==> src/harness_pkg.sv <==
/*
  constants, state codes and register map of the traffic test harness
  control shell.
  assumes one clock domain (core_clk) shared with the lane protocol core.
*/
// What this block does
// - restart request launches generator and monitor sequences
// - restart honoured only while both sides idle
// - tx-only: far aligned input lets generator start
// - tx lock indicator, driven only in tx-only
// - complete indicator after all packets sent
// - fifo error indicator on overflow or underflow
// - generator active indicator; restart ignored meanwhile
// - alignment indicator once receiver reports aligned
// - all user inputs and outputs pass three flops
// - duplex: both paths, loopback, generator and monitor
// - tx-only: transmitter and generator only
// - rx-only: receiver and monitor only
// - flow select: 1 packet flow, 0 burst
// - only duplex counts as supported
// - tx-only generator waits for far aligned input
// - packet count even, 2 to 65534
// - packet flow channel 0..255 then wraps
package harness_pkg;

  // ==========================================================
  // register map (byte addresses, one word each)
  localparam logic [7:0] ADDR_CTRL     = 8'h00;
  localparam logic [7:0] ADDR_PKT_CNT  = 8'h04;
  localparam logic [7:0] ADDR_STATUS   = 8'h08;
  localparam logic [7:0] ADDR_IRQ_STAT = 8'h0c;
  localparam logic [7:0] ADDR_IRQ_CLR  = 8'h10;
  localparam logic [7:0] ADDR_IRQ_EN   = 8'h14;
  localparam logic [7:0] ADDR_TX_SENT  = 8'h18;
  localparam logic [7:0] ADDR_RX_SEEN  = 8'h1c;

  localparam logic [15:0] PKT_CNT_RST  = 16'h0010;
  localparam logic [15:0] PKT_CNT_MIN  = 16'h0002;

  // ==========================================================
  // arrangements
  typedef enum logic [1:0] {
    ARR_DUPLEX  = 2'h0,
    ARR_TX_ONLY = 2'h1,
    ARR_RX_ONLY = 2'h2
  } arrangement_t;

  localparam logic       FLOW_PACKET = 1'b1;
  localparam logic [7:0] CH_FIRST    = 8'h00;
  localparam logic [7:0] BURST_CH_A  = 8'h05;
  localparam logic [7:0] BURST_CH_B  = 8'h0a;

  // ==========================================================
  // state codes
  typedef enum logic [7:0] {
    G_IDLE  = 8'h01,
    G_LOCK  = 8'h02,
    G_ALIGN = 8'h04,
    G_EN    = 8'h08,
    G_TX0   = 8'h10,
    G_TX1   = 8'h20,
    G_HOLD  = 8'h40,
    G_DONE  = 8'h80
  } gen_state_t;

  typedef enum logic [5:0] {
    M_IDLE  = 6'h01,
    M_LOCK  = 6'h02,
    M_ALIGN = 6'h04,
    M_EN    = 6'h08,
    M_RX    = 6'h10,
    M_DONE  = 6'h20
  } mon_state_t;

  // ==========================================================
  // interrupt bits, user input and indicator vector positions
  localparam int IRQ_W        = 4;
  localparam int IRQ_GEN_DONE = 0;
  localparam int IRQ_GEN_FIFO = 1;
  localparam int IRQ_MON_DONE = 2;
  localparam int IRQ_MON_FAIL = 3;

  localparam int IN_W = 4;
  localparam int IN_SYSRST = 0;
  localparam int IN_RESTART = 1;
  localparam int IN_FAR_ALIGN = 2;
  localparam int IN_FLOW = 3;

  localparam int IND_W = 9;

  // force a legal packet count: even, never below two
  function automatic logic [15:0] legal_count(input logic [15:0] req);
    logic [15:0] even;
    even = {req[15:1], 1'b0};
    legal_count = (even < PKT_CNT_MIN) ? PKT_CNT_MIN : even;
  endfunction : legal_count

endpackage : harness_pkg

==> src/sync3.sv <==
/*
  three-stage register chain for user pins and indicators.
  assumes the destination runs on clk; source may be asynchronous.
*/
`timescale 1ns/100ps
module sync3 #(
  parameter int W = 1
) (
  input  wire logic         clk,
  input  wire logic         rstn,
  input  wire logic [W-1:0] d,
  output logic      [W-1:0] q
);

  logic [W-1:0] s1_ff;
  logic [W-1:0] s2_ff;

  // =========================================================
  // chain
  // only the next stage reads s1_ff, so metastability stays put
  always_ff @(posedge clk or negedge rstn) begin
    if (!rstn) begin
      s1_ff <= '0;
      s2_ff <= '0;
      q     <= '0;
    end else begin
      s1_ff <= d;
      s2_ff <= s1_ff;
      q     <= s2_ff;
    end
  end

endmodule : sync3

==> src/pkt_mon_seq.sv <==
/*
  packet monitor sequencer: waits for lock and alignment, enables the
  receiver, counts packet ends and records any mismatch report.
  assumes the core flags rx_pkt_error on a mismatching beat.
*/
`timescale 1ns/100ps
module pkt_mon_seq
  import harness_pkg::*;
(
  input  wire logic        clk,
  input  wire logic        rstn,
  input  wire logic        clr,
  input  wire logic        start,
  input  wire logic [15:0] count,
  input  wire logic        locked,
  input  wire logic        aligned,
  input  wire logic        pkt_valid,
  input  wire logic        pkt_eop,
  input  wire logic        pkt_error,
  output logic             busy,
  output logic             done,
  output logic             failed,
  output logic             enable,
  output logic      [15:0] seen
);

  mon_state_t state_ff;
  mon_state_t nxt_state;

  // =========================================================
  // next state
  always_comb begin
    nxt_state = state_ff;
    case (state_ff)
      M_IDLE:  if (start) nxt_state = M_LOCK;
      M_LOCK:  if (locked) nxt_state = M_ALIGN;
      M_ALIGN: if (aligned) nxt_state = M_EN;
      M_EN:    nxt_state = M_RX;
      M_RX: begin
        if (pkt_valid && pkt_eop && (seen + 16'h0001 == count))
          nxt_state = M_DONE;
      end
      M_DONE:  nxt_state = M_IDLE;
      default: nxt_state = M_IDLE;
    endcase
  end

  // =========================================================
  // state and outputs; clr is the synchronised system reset
  always_ff @(posedge clk or negedge rstn) begin
    if (!rstn) begin
      state_ff <= M_IDLE;
      busy     <= 1'b0;
      done     <= 1'b0;
      failed   <= 1'b0;
      enable   <= 1'b0;
      seen     <= 16'h0000;
    end else if (clr) begin
      state_ff <= M_IDLE;
      busy     <= 1'b0;
      done     <= 1'b0;
      failed   <= 1'b0;
      enable   <= 1'b0;
      seen     <= 16'h0000;
    end else begin
      state_ff <= nxt_state;
      if (start && state_ff == M_IDLE) begin
        busy   <= 1'b1;
        done   <= 1'b0;
        failed <= 1'b0;
        seen   <= 16'h0000;
      end
      if (state_ff == M_EN)
        enable <= 1'b1;
      if (state_ff == M_RX && pkt_valid) begin
        if (pkt_eop)
          seen <= seen + 16'h0001;
        if (pkt_error)
          failed <= 1'b1;
      end
      if (state_ff == M_DONE) begin
        done   <= 1'b1;
        busy   <= 1'b0;
        enable <= 1'b0;
      end
    end
  end

endmodule : pkt_mon_seq

==> src/traffic_harness.sv <==
/*
  control and status shell of the traffic test harness: user pins,
  packet generator sequencer, monitor instance, avalon-mm registers
  and one level interrupt.
  assumes the protocol core shares core_clk; user pins are async.
*/
// The Avalon-MM register port and the register addresses are this design's own decisions.
`timescale 1ns/100ps
module traffic_harness (
  input  wire logic        core_clk,
  input  wire logic        rstn,
  input  wire logic [7:0]  avs_address,
  input  wire logic        avs_read,
  input  wire logic        avs_write,
  input  wire logic [31:0] avs_writedata,
  output logic      [31:0] avs_readdata,
  output logic             avs_waitrequest,
  output logic             irq,
  input  wire logic        sys_reset_in,
  input  wire logic        traffic_restart_request,
  input  wire logic        far_receiver_aligned_in,
  input  wire logic        flow_style_select,
  input  wire logic        serdes_locked,
  input  wire logic        rx_core_aligned,
  input  wire logic        tx_core_ready,
  input  wire logic        tx_fifo_overflow,
  input  wire logic        tx_fifo_underflow,
  input  wire logic        rx_pkt_valid,
  input  wire logic        rx_pkt_eop,
  input  wire logic        rx_pkt_error,
  output logic             core_reset,
  output logic             serdes_loopback,
  output logic             tx_enable,
  output logic             tx_valid,
  output logic             tx_sop,
  output logic             tx_eop,
  output logic      [7:0]  tx_channel,
  output logic             rx_enable,
  output logic             tx_serdes_lock_indicator,
  output logic             rx_serdes_lock_indicator,
  output logic             rx_lanes_aligned_indicator,
  output logic             gen_complete_indicator,
  output logic             gen_fifo_error_indicator,
  output logic             gen_active_indicator,
  output logic             mon_active_indicator,
  output logic             mon_complete_indicator,
  output logic             mon_fail_indicator
);
  import harness_pkg::*;

  // ==========================================================
  // declarations
  logic [IN_W-1:0]  pin_q;
  logic [IND_W-1:0] ind_d;
  logic             sysrst_s;
  logic             restart_s;
  logic             far_align_s;
  logic             flow_s;
  logic             restart_prev_ff;
  logic             restart_go;
  arrangement_t     arr_ff;
  logic [15:0]      pkt_cnt_ff;
  logic             gen_on;
  logic             mon_on;
  gen_state_t       gst_ff;
  gen_state_t       nxt_gst;
  gen_state_t       hold_ret_ff;
  logic [15:0]      sent_ff;
  logic             gen_busy_ff;
  logic             gen_done_ff;
  logic             gen_fifo_ff;
  logic             lock_seen_ff;
  logic             align_seen_ff;
  logic             aligned_ok;
  logic             last_pkt;
  logic             mon_busy;
  logic             mon_done;
  logic             mon_failed;
  logic             mon_en;
  logic [15:0]      mon_seen;
  logic             mon_done_prev_ff;
  logic             mon_fail_prev_ff;
  logic [IRQ_W-1:0] irq_stat_ff;
  logic [IRQ_W-1:0] irq_en_ff;
  logic [IRQ_W-1:0] irq_evt;
  logic [IRQ_W-1:0] irq_clr;
  logic             bus_req;
  logic             bus_go;

  // ==========================================================
  // user pins: three stages in
  sync3 #(.W(IN_W)) u_pin_sync (
    .clk  (core_clk),
    .rstn (rstn),
    .d    ({flow_style_select, far_receiver_aligned_in,
            traffic_restart_request, sys_reset_in}),
    .q    (pin_q)
  );

  assign sysrst_s    = pin_q[IN_SYSRST];
  assign restart_s   = pin_q[IN_RESTART];
  assign far_align_s = pin_q[IN_FAR_ALIGN];
  assign flow_s      = pin_q[IN_FLOW];

  // restart edge, honoured only when both sequencers are idle and
  // the lagging indicators have dropped too
  assign restart_go = restart_s && !restart_prev_ff
                      && !gen_busy_ff && !mon_busy
                      && !gen_active_indicator
                      && !mon_active_indicator;

  always_ff @(posedge core_clk or negedge rstn) begin
    if (!rstn)
      restart_prev_ff <= 1'b0;
    else
      restart_prev_ff <= restart_s;
  end

  // ==========================================================
  // arrangement decode
  assign gen_on = (arr_ff != ARR_RX_ONLY);
  assign mon_on = (arr_ff != ARR_TX_ONLY);

  // no local alignment exists in tx-only, the far party tells us
  assign aligned_ok = (arr_ff == ARR_TX_ONLY) ? far_align_s
                                              : rx_core_aligned;
  assign last_pkt   = (sent_ff + 16'h0001 == pkt_cnt_ff);

  // ==========================================================
  // core control: reset follows the switch, paths per arrangement
  always_ff @(posedge core_clk or negedge rstn) begin
    if (!rstn) begin
      core_reset      <= 1'b1;
      serdes_loopback <= 1'b0;
      rx_enable       <= 1'b0;
    end else begin
      core_reset      <= sysrst_s;
      serdes_loopback <= (arr_ff == ARR_DUPLEX);
      rx_enable       <= mon_en && mon_on;
    end
  end

  // ==========================================================
  // generator next state
  always_comb begin
    nxt_gst = gst_ff;
    case (gst_ff)
      G_IDLE:  if (restart_go && gen_on) nxt_gst = G_LOCK;
      G_LOCK:  if (serdes_locked) nxt_gst = G_ALIGN;
      G_ALIGN: if (aligned_ok) nxt_gst = G_EN;
      G_EN:    nxt_gst = G_TX0;
      G_TX0:   nxt_gst = !tx_core_ready ? G_HOLD : G_TX1;
      G_TX1: begin
        if (!tx_core_ready)
          nxt_gst = G_HOLD;
        else if (last_pkt)
          nxt_gst = G_DONE;
        else
          nxt_gst = G_TX0;
      end
      G_HOLD:  if (tx_core_ready) nxt_gst = hold_ret_ff;
      G_DONE:  nxt_gst = G_IDLE;
      default: nxt_gst = G_IDLE;
    endcase
  end

  // ==========================================================
  // generator state and beat outputs; a packet is two beats
  always_ff @(posedge core_clk or negedge rstn) begin
    if (!rstn) begin
      gst_ff      <= G_IDLE;
      hold_ret_ff <= G_TX0;
      tx_enable   <= 1'b0;
      tx_valid    <= 1'b0;
      tx_sop      <= 1'b0;
      tx_eop      <= 1'b0;
      tx_channel  <= CH_FIRST;
      sent_ff     <= 16'h0000;
    end else if (sysrst_s) begin
      gst_ff      <= G_IDLE;
      hold_ret_ff <= G_TX0;
      tx_enable   <= 1'b0;
      tx_valid    <= 1'b0;
      tx_sop      <= 1'b0;
      tx_eop      <= 1'b0;
      tx_channel  <= CH_FIRST;
      sent_ff     <= 16'h0000;
    end else begin
      gst_ff   <= nxt_gst;
      tx_valid <= 1'b0;
      tx_sop   <= 1'b0;
      tx_eop   <= 1'b0;
      if (gst_ff == G_IDLE && nxt_gst == G_LOCK) begin
        sent_ff    <= 16'h0000;
        tx_channel <= flow_s == FLOW_PACKET ? CH_FIRST : BURST_CH_A;
      end
      if (gst_ff == G_EN)
        tx_enable <= 1'b1;
      if ((gst_ff == G_TX0 || gst_ff == G_TX1) && !tx_core_ready)
        hold_ret_ff <= gst_ff;
      if (gst_ff == G_TX0 && tx_core_ready) begin
        tx_valid <= 1'b1;
        tx_sop   <= 1'b1;
      end
      if (gst_ff == G_TX1 && tx_core_ready) begin
        tx_valid <= 1'b1;
        tx_eop   <= 1'b1;
        sent_ff  <= sent_ff + 16'h0001;
      end
      // channel steps after each packet end; 8 bits wrap 255 -> 0
      if (gst_ff == G_TX1 && tx_core_ready) begin
        if (flow_s == FLOW_PACKET)
          tx_channel <= tx_channel + 8'h01;
        else
          tx_channel <= (tx_channel == BURST_CH_A) ? BURST_CH_B
                                                   : BURST_CH_A;
      end
      if (gst_ff == G_DONE)
        tx_enable <= 1'b0;
    end
  end

  // ==========================================================
  // generator flags; busy drops in the done state, the others hold until the next accepted restart
  always_ff @(posedge core_clk or negedge rstn) begin
    if (!rstn) begin
      gen_busy_ff   <= 1'b0;
      gen_done_ff   <= 1'b0;
      gen_fifo_ff   <= 1'b0;
      lock_seen_ff  <= 1'b0;
      align_seen_ff <= 1'b0;
    end else if (sysrst_s) begin
      gen_busy_ff   <= 1'b0;
      gen_done_ff   <= 1'b0;
      gen_fifo_ff   <= 1'b0;
      lock_seen_ff  <= 1'b0;
      align_seen_ff <= 1'b0;
    end else begin
      if (gst_ff == G_IDLE && nxt_gst == G_LOCK)
        gen_busy_ff <= 1'b1;
      else if (gst_ff == G_DONE)
        gen_busy_ff <= 1'b0;
      if (gst_ff == G_DONE)
        gen_done_ff <= 1'b1;
      else if (restart_go)
        gen_done_ff <= 1'b0;
      // a fresh error wins over the restart clear
      if (gen_on && (tx_fifo_overflow || tx_fifo_underflow))
        gen_fifo_ff <= 1'b1;
      else if (restart_go)
        gen_fifo_ff <= 1'b0;
      if (serdes_locked)
        lock_seen_ff <= 1'b1;
      else if (restart_go)
        lock_seen_ff <= 1'b0;
      if (rx_core_aligned && mon_on)
        align_seen_ff <= 1'b1;
      else if (restart_go)
        align_seen_ff <= 1'b0;
    end
  end

  // ==========================================================
  // monitor sequencer
  pkt_mon_seq u_mon (
    .clk       (core_clk),
    .rstn      (rstn),
    .clr       (sysrst_s),
    .start     (restart_go && mon_on),
    .count     (pkt_cnt_ff),
    .locked    (serdes_locked),
    .aligned   (rx_core_aligned),
    .pkt_valid (rx_pkt_valid),
    .pkt_eop   (rx_pkt_eop),
    .pkt_error (rx_pkt_error),
    .busy      (mon_busy),
    .done      (mon_done),
    .failed    (mon_failed),
    .enable    (mon_en),
    .seen      (mon_seen)
  );

  // ==========================================================
  // indicators: three stages out
  assign ind_d = {mon_failed && mon_done,
                  mon_done,
                  mon_busy,
                  gen_busy_ff,
                  gen_fifo_ff,
                  gen_done_ff,
                  align_seen_ff,
                  lock_seen_ff && mon_on,
                  lock_seen_ff && (arr_ff == ARR_TX_ONLY)};

  sync3 #(.W(IND_W)) u_ind_sync (
    .clk  (core_clk),
    .rstn (rstn),
    .d    (ind_d),
    .q    ({mon_fail_indicator, mon_complete_indicator,
            mon_active_indicator, gen_active_indicator,
            gen_fifo_error_indicator, gen_complete_indicator,
            rx_lanes_aligned_indicator, rx_serdes_lock_indicator,
            tx_serdes_lock_indicator})
  );

  // ==========================================================
  // monitor interrupt events are rising edges of its sticky flags; generator events are the done state and raw fifo errors
  always_ff @(posedge core_clk or negedge rstn) begin
    if (!rstn) begin
      mon_done_prev_ff <= 1'b0;
      mon_fail_prev_ff <= 1'b0;
    end else begin
      mon_done_prev_ff <= mon_done;
      mon_fail_prev_ff <= mon_failed;
    end
  end

  assign irq_evt[IRQ_GEN_DONE] = (gst_ff == G_DONE);
  assign irq_evt[IRQ_GEN_FIFO] = gen_on
                                 && (tx_fifo_overflow || tx_fifo_underflow);
  assign irq_evt[IRQ_MON_DONE] = mon_done && !mon_done_prev_ff;
  assign irq_evt[IRQ_MON_FAIL] = mon_failed && !mon_fail_prev_ff;

  // ==========================================================
  // avalon-mm slave: one wait state, then read data and write land
  assign bus_req = avs_read || avs_write;
  assign bus_go  = bus_req && !avs_waitrequest;
  assign irq_clr = (bus_go && avs_write && avs_address == ADDR_IRQ_CLR)
                   ? avs_writedata[IRQ_W-1:0] : '0;

  always_ff @(posedge core_clk or negedge rstn) begin
    if (!rstn)
      avs_waitrequest <= 1'b1;
    else
      avs_waitrequest <= !(bus_req && avs_waitrequest);
  end

  // writable registers; packet count is forced legal on write
  always_ff @(posedge core_clk or negedge rstn) begin
    if (!rstn) begin
      arr_ff     <= ARR_DUPLEX;
      pkt_cnt_ff <= PKT_CNT_RST;
      irq_en_ff  <= '0;
    end else if (bus_go && avs_write) begin
      case (avs_address)
        ADDR_CTRL:    arr_ff <= arrangement_t'(avs_writedata[1:0]);
        ADDR_PKT_CNT: pkt_cnt_ff <= legal_count(avs_writedata[15:0]);
        ADDR_IRQ_EN:  irq_en_ff <= avs_writedata[IRQ_W-1:0];
        default:      ;
      endcase
    end
  end

  // sticky status: a set in the clear cycle survives
  always_ff @(posedge core_clk or negedge rstn) begin
    if (!rstn) begin
      irq_stat_ff <= '0;
      irq         <= 1'b0;
    end else begin
      irq_stat_ff <= (irq_stat_ff & ~irq_clr) | irq_evt;
      irq         <= |(irq_stat_ff & irq_en_ff);
    end
  end

  // read data is staged during the wait cycle
  always_ff @(posedge core_clk or negedge rstn) begin
    if (!rstn) begin
      avs_readdata <= 32'h0000_0000;
    end else if (avs_read && avs_waitrequest) begin
      case (avs_address)
        ADDR_CTRL:     avs_readdata <= {30'h0, arr_ff};
        ADDR_PKT_CNT:  avs_readdata <= {16'h0, pkt_cnt_ff};
        // top bit flags an arrangement outside duplex
        ADDR_STATUS:   avs_readdata <= {(arr_ff != ARR_DUPLEX),
                                        9'h0, gst_ff, 6'h00,
                                        mon_failed, mon_done, mon_busy,
                                        gen_fifo_ff, gen_done_ff,
                                        gen_busy_ff, align_seen_ff,
                                        lock_seen_ff};
        ADDR_IRQ_STAT: avs_readdata <= {28'h0, irq_stat_ff};
        ADDR_IRQ_EN:   avs_readdata <= {28'h0, irq_en_ff};
        ADDR_TX_SENT:  avs_readdata <= {16'h0, sent_ff};
        ADDR_RX_SEEN:  avs_readdata <= {16'h0, mon_seen};
        default:       avs_readdata <= 32'h0000_0000;
      endcase
    end
  end

endmodule : traffic_harness

==> config.mk <==
export PLATFORM = sky130hd
export DESIGN_NAME = traffic_harness
export DESIGN_NICKNAME = d
export VERILOG_FILES = /design/src/harness_pkg.sv /design/src/sync3.sv /design/src/pkt_mon_seq.sv /design/src/traffic_harness.sv
export SDC_FILE = /design/constraint.sdc
export NUM_CORES = 1
export LEC_CHECK = 0
export BUFFER_PORTS_ARGS = -buffer_cell sky130_fd_sc_hd__clkbuf_2
export CAP_MARGIN = 20
export CORE_ASPECT_RATIO = 1.75
export CORE_MARGIN = 1.5
export CORE_UTILIZATION = 50
export CTS_BUF_LIST = sky130_fd_sc_hd__clkbuf_4 sky130_fd_sc_hd__clkbuf_8 sky130_fd_sc_hd__clkbuf_16
export DETAILED_ROUTE_END_ITERATION = 12
export HOLD_SLACK_MARGIN = 0.08
export PLACE_DENSITY = 0.73
export SKIP_LAST_GASP = 1
export SLEW_MARGIN = 40
export SYNTH_ARGS = -nofsm -noshare
export SYNTH_HDL_FRONTEND = slang
export SYNTH_SLANG_ARGS = --single-unit
==> constraint.sdc <==
create_clock -name core_clk -period 2.3 [get_ports core_clk]
set_input_delay 0.46 -clock core_clk [delete_from_list [all_inputs] [get_ports core_clk]]
set_output_delay 0.46 -clock core_clk [all_outputs]
set_load 0.01 [all_outputs]
==> reports/qor.txt <==
status - complete, but fails checks
failing checks - negative setup slack
GP Congestion - 0.891
DRC violations left - 0
most numerous cell in the Yosys netlist - dfrtp_1
clock slew at reported path FFs - 0.07 ns
initial antenna violation count - 0
CP top delay family - simple AND/OR/NAND/NOR gates
Mapped Cells - 869
H-tree depth - 4
Seq/Total Area, Yosys - 49.5%
WL per Instance - 18.4 um
Worst slew margin - 55.3%
IO Port Bufs - 88
cell chain of the critical path - ha_4, o21ba_4, o21ai_2, a31oi_1, or3_1, or4_4, o31ai_4, a21oi_2
global-route wire length before repair - 37200 um
total global-route track usage - 27.1%
CTS buffer count - 17
Clock Power Share - 42.8%
CTS root buf - clkbuf_16
antenna viol nets, final - 0
# IOs - 114
CP max stage delay - 0.59 ns
Reg power frac - 47.7%
CTS tree - yes
Lkg Pwr - 4.97 nW
layout cells sized above 1 - 30.4%
switching share of power - 27.4%
hpwl dp - 16800 um
hold path cells - 1
busiest grt layer - met2
RSZ-0062 raised after global routing - true
Arrival @ worst endpoint - 2.67 ns
critical path's slowest cell - or4_4
Slew Viols, Final - 0
post-synthesis area per instance - 9.86 sq um
total grt overflow - 0
CP bufs+invs - 0
Clock Latency Late Sink - 0.43 ns
synth top area cells - dfrtp_1 48%, o21ai_0 4.1%, a21oi_1 3.6%, nand2_1 3.5%, mux2_2 3.2%
ys flop type - dfrtp_1
Detailed Routing Iterations Pass 1 - 7
Tot Pwr - 0.00656 W
Crit Path Category - reg -> reg
Worst Path Required - 2.61 ns
global routing usage on met1 - 33.7%
area share of the largest cell type after synthesis - 47.6%
final WL - 23600 um
Max Buffers Root-to-Sink - 2
clk sink count - 169
core area - 0.0169 sq mm
FF+latch count, synth - 169
fin util - 63.6%
Die Y - 176 um
pwr dens - 612 mW/mm^2
post-synth cell types - 77
die area - 0.0180 sq mm
Setup TNS - -0.0642 ns
Final Setup Violations - 2
largest net degree at the start of global routing - 49
crit path capture type - register
met2 GRT Util - 44.8%
FF-to-FF path depth - 8
number of synthesized flops with an enable pin - 0
Comb pwr share - 9.5%
worst slew pin tran - 0.664 ns
Worst Skew - 0.00967 ns
CP Depth - 8
Critical Path Fanout Max - 6
crit share post-route - 103%
Fillers - 1399
vias - 7398
endpoints failing hold - 0
Achievable Freq - 424 MHz
Post-Layout Inst Area - 0.0107 sq mm
crit path setup slack, layout - -0.0598 ns
DP Area - 0.00979 sq mm
antenna cells - 0
worst IR drop on VDD - 521 uV
DR vias/cell - 5.78
synthesized area - 0.00857 sq mm
worst min-delay path category - in -> reg
max_cap viols - 0
Placement Setup Slack - -0.0502 ns
P&R area growth vs syn - 25.1%
post-layout minimum cycle time - 2.36 ns
Placement Rows - 63
met3 usage - 4.71%
vias in the first global route - 7143
nets - 1099
Synth Warn # - 0
DR iter-0 viols - 537
post-synth top area cell - dfrtp_1
Initial Utilization - 50.8%
Post-synth top cells - 163 x dfrtp_1, 80 x nand2_1, 71 x o21ai_0
Startpoint Class - register
ys async rst share - 100%
Psw - 0.00180 W
Int Power - 0.00476 W
die extent in x - 102 um
## cells in the final DEF, fill, tap and decap left out, drive strengths merged, types with 4 or more instances in the layout
| master | count |
|---|---|
| buf | 114 |
| dfstp | 6 |
| a221oi | 5 |
| and4 | 5 |
| a31oi | 7 |
| and2 | 16 |
| a22oi | 11 |
| and3 | 6 |
| inv | 23 |
| or4 | 9 |
| clkinv | 6 |
| conb | 9 |
| nand3 | 30 |
| nor3b | 8 |
| nor4 | 13 |
| a21oi | 62 |
| mux2 | 24 |
| xor2 | 24 |
| a22o | 15 |
| dfrtp | 163 |
| nand2b | 12 |
| o22ai | 5 |
| nor2b | 18 |
| or2 | 4 |
| nand4 | 16 |
| o31ai | 8 |
| or3 | 14 |
| nand2 | 80 |
| clkbuf | 104 |
| nor2 | 66 |
| ha | 4 |
| nor3 | 20 |
| o21ai | 71 |
| mux2i | 10 |
| xnor2 | 18 |
## power by group through the flow
| stage | Sequential [W] | Combinational (W) | Clock, W |
|---|---|---|---|
| 2_1_floorplan | 0.00316 | 0.000302 | 0 |
| 3_3_place_gp | 0.00318 | 0.000560 | 0 |
| 3_5_place_dp | 0.00318 | 0.000571 | 0 |
| 4_1_cts | 0.00312 | 0.000579 | 0.00285 |
| 5_1_grt | 0.00313 | 0.000677 | 0.00299 |
| 6_report | 0.00312 | 0.000623 | 0.00281 |
## worst register-to-register path, stage by stage, from the launching register on
cell and delay (ns):
dfrtp_1 0.42, ha_4 0.21, o21ba_4 0.20, o21ai_2 0.05, a31oi_1 0.09, or3_1 0.36
or4_4 0.59, o31ai_4 0.26, a21oi_2 0.07
## path summary, 6_finish.rpt
kind                                          startpoint                       endpoint  slack [ns]
setup / recovery                 u_mon.seen[1]$_DFF_PN0_  u_mon.state_ff[4]$_DFFE_PN0P_       -0.06
hold / removal                   far_receiver_aligned_in  u_pin_sync.s1_ff[2]$_DFF_PN0_        0.13
setup reg to reg                 u_mon.seen[1]$_DFF_PN0_  u_mon.state_ff[4]$_DFFE_PN0P_       -0.06
hold reg to reg            u_pin_sync.s2_ff[0]$_DFF_PN0_      u_pin_sync.q[0]$_DFF_PN0_        0.35
max in group asynchronous                           rstn      pkt_cnt_ff[4]$_DFFE_PN1P_        1.09
min in group asynchronous                           rstn   avs_readdata[16]$_DFFE_PN0P_        0.53
## stage by stage
stage,std cells,hold slack (ns)
CTS,1268,0.115
floorplan,877,0.164
global placement,1233,0.333
detailed placement,1233,0.335
global route,1279,0.108
finish,1279,0.128
## registers in the layout, summed over array words and instances, names as in the netlist, 4 cells and up
signal and count:
avs_readdata 23, gst_ff 8, hold_ret_ff 8, irq_en_ff 4
irq_stat_ff 4, pkt_cnt_ff 15, sent_ff 16, tx_channel 8
u_ind_sync.q 9, u_ind_sync.s1_ff 9, u_ind_sync.s2_ff 9, u_mon.seen 16
u_mon.state_ff 6, u_pin_sync.q 4, u_pin_sync.s1_ff 4, u_pin_sync.s2_ff 4
## cell families after synthesis
logic type | share of synthesized area (%)
multiplexers | 4.59
AO/OA/AOI/OAI | 15.2
flip-flops | 49.5
XOR/XNOR | 4.29
other | 0.0438
buffers and inverters | 4.70
adder cells (fa/ha/maj) | 0.584
AND/OR/NAND/NOR | 21.1
## metal layers
metal | wire [um] | vias to the layer above
met1 | 9210 | 3579
met3 | 1090 | 74
met2 | 12100 | 286
li1 | - | 3459
met5 | 0 | -
met4 | 1220 | 0
## cell type report
cell class	count	area [sq um]	area share (%)
flip-flops and latches	169	4240	39.6
clock buffers	17	425	3.97
repair buffers	202	1370	12.8
clock inverters	15	150	1.40
multi-input cells	635	4190	39.1
inverters	14	52.6	0.490
well taps	227	284	2.65
## what timing repair did
action	4_1_cts	5_1_grt
resized for setup	11	52
buffers inserted	2	10
setup endpoints to repair	6	30
hold buffers	1	0
hold endpoints to repair	43	0
pin swaps	3	22
gates cloned	0	1
No activity file was read; power rests on OpenSTA's default activity.
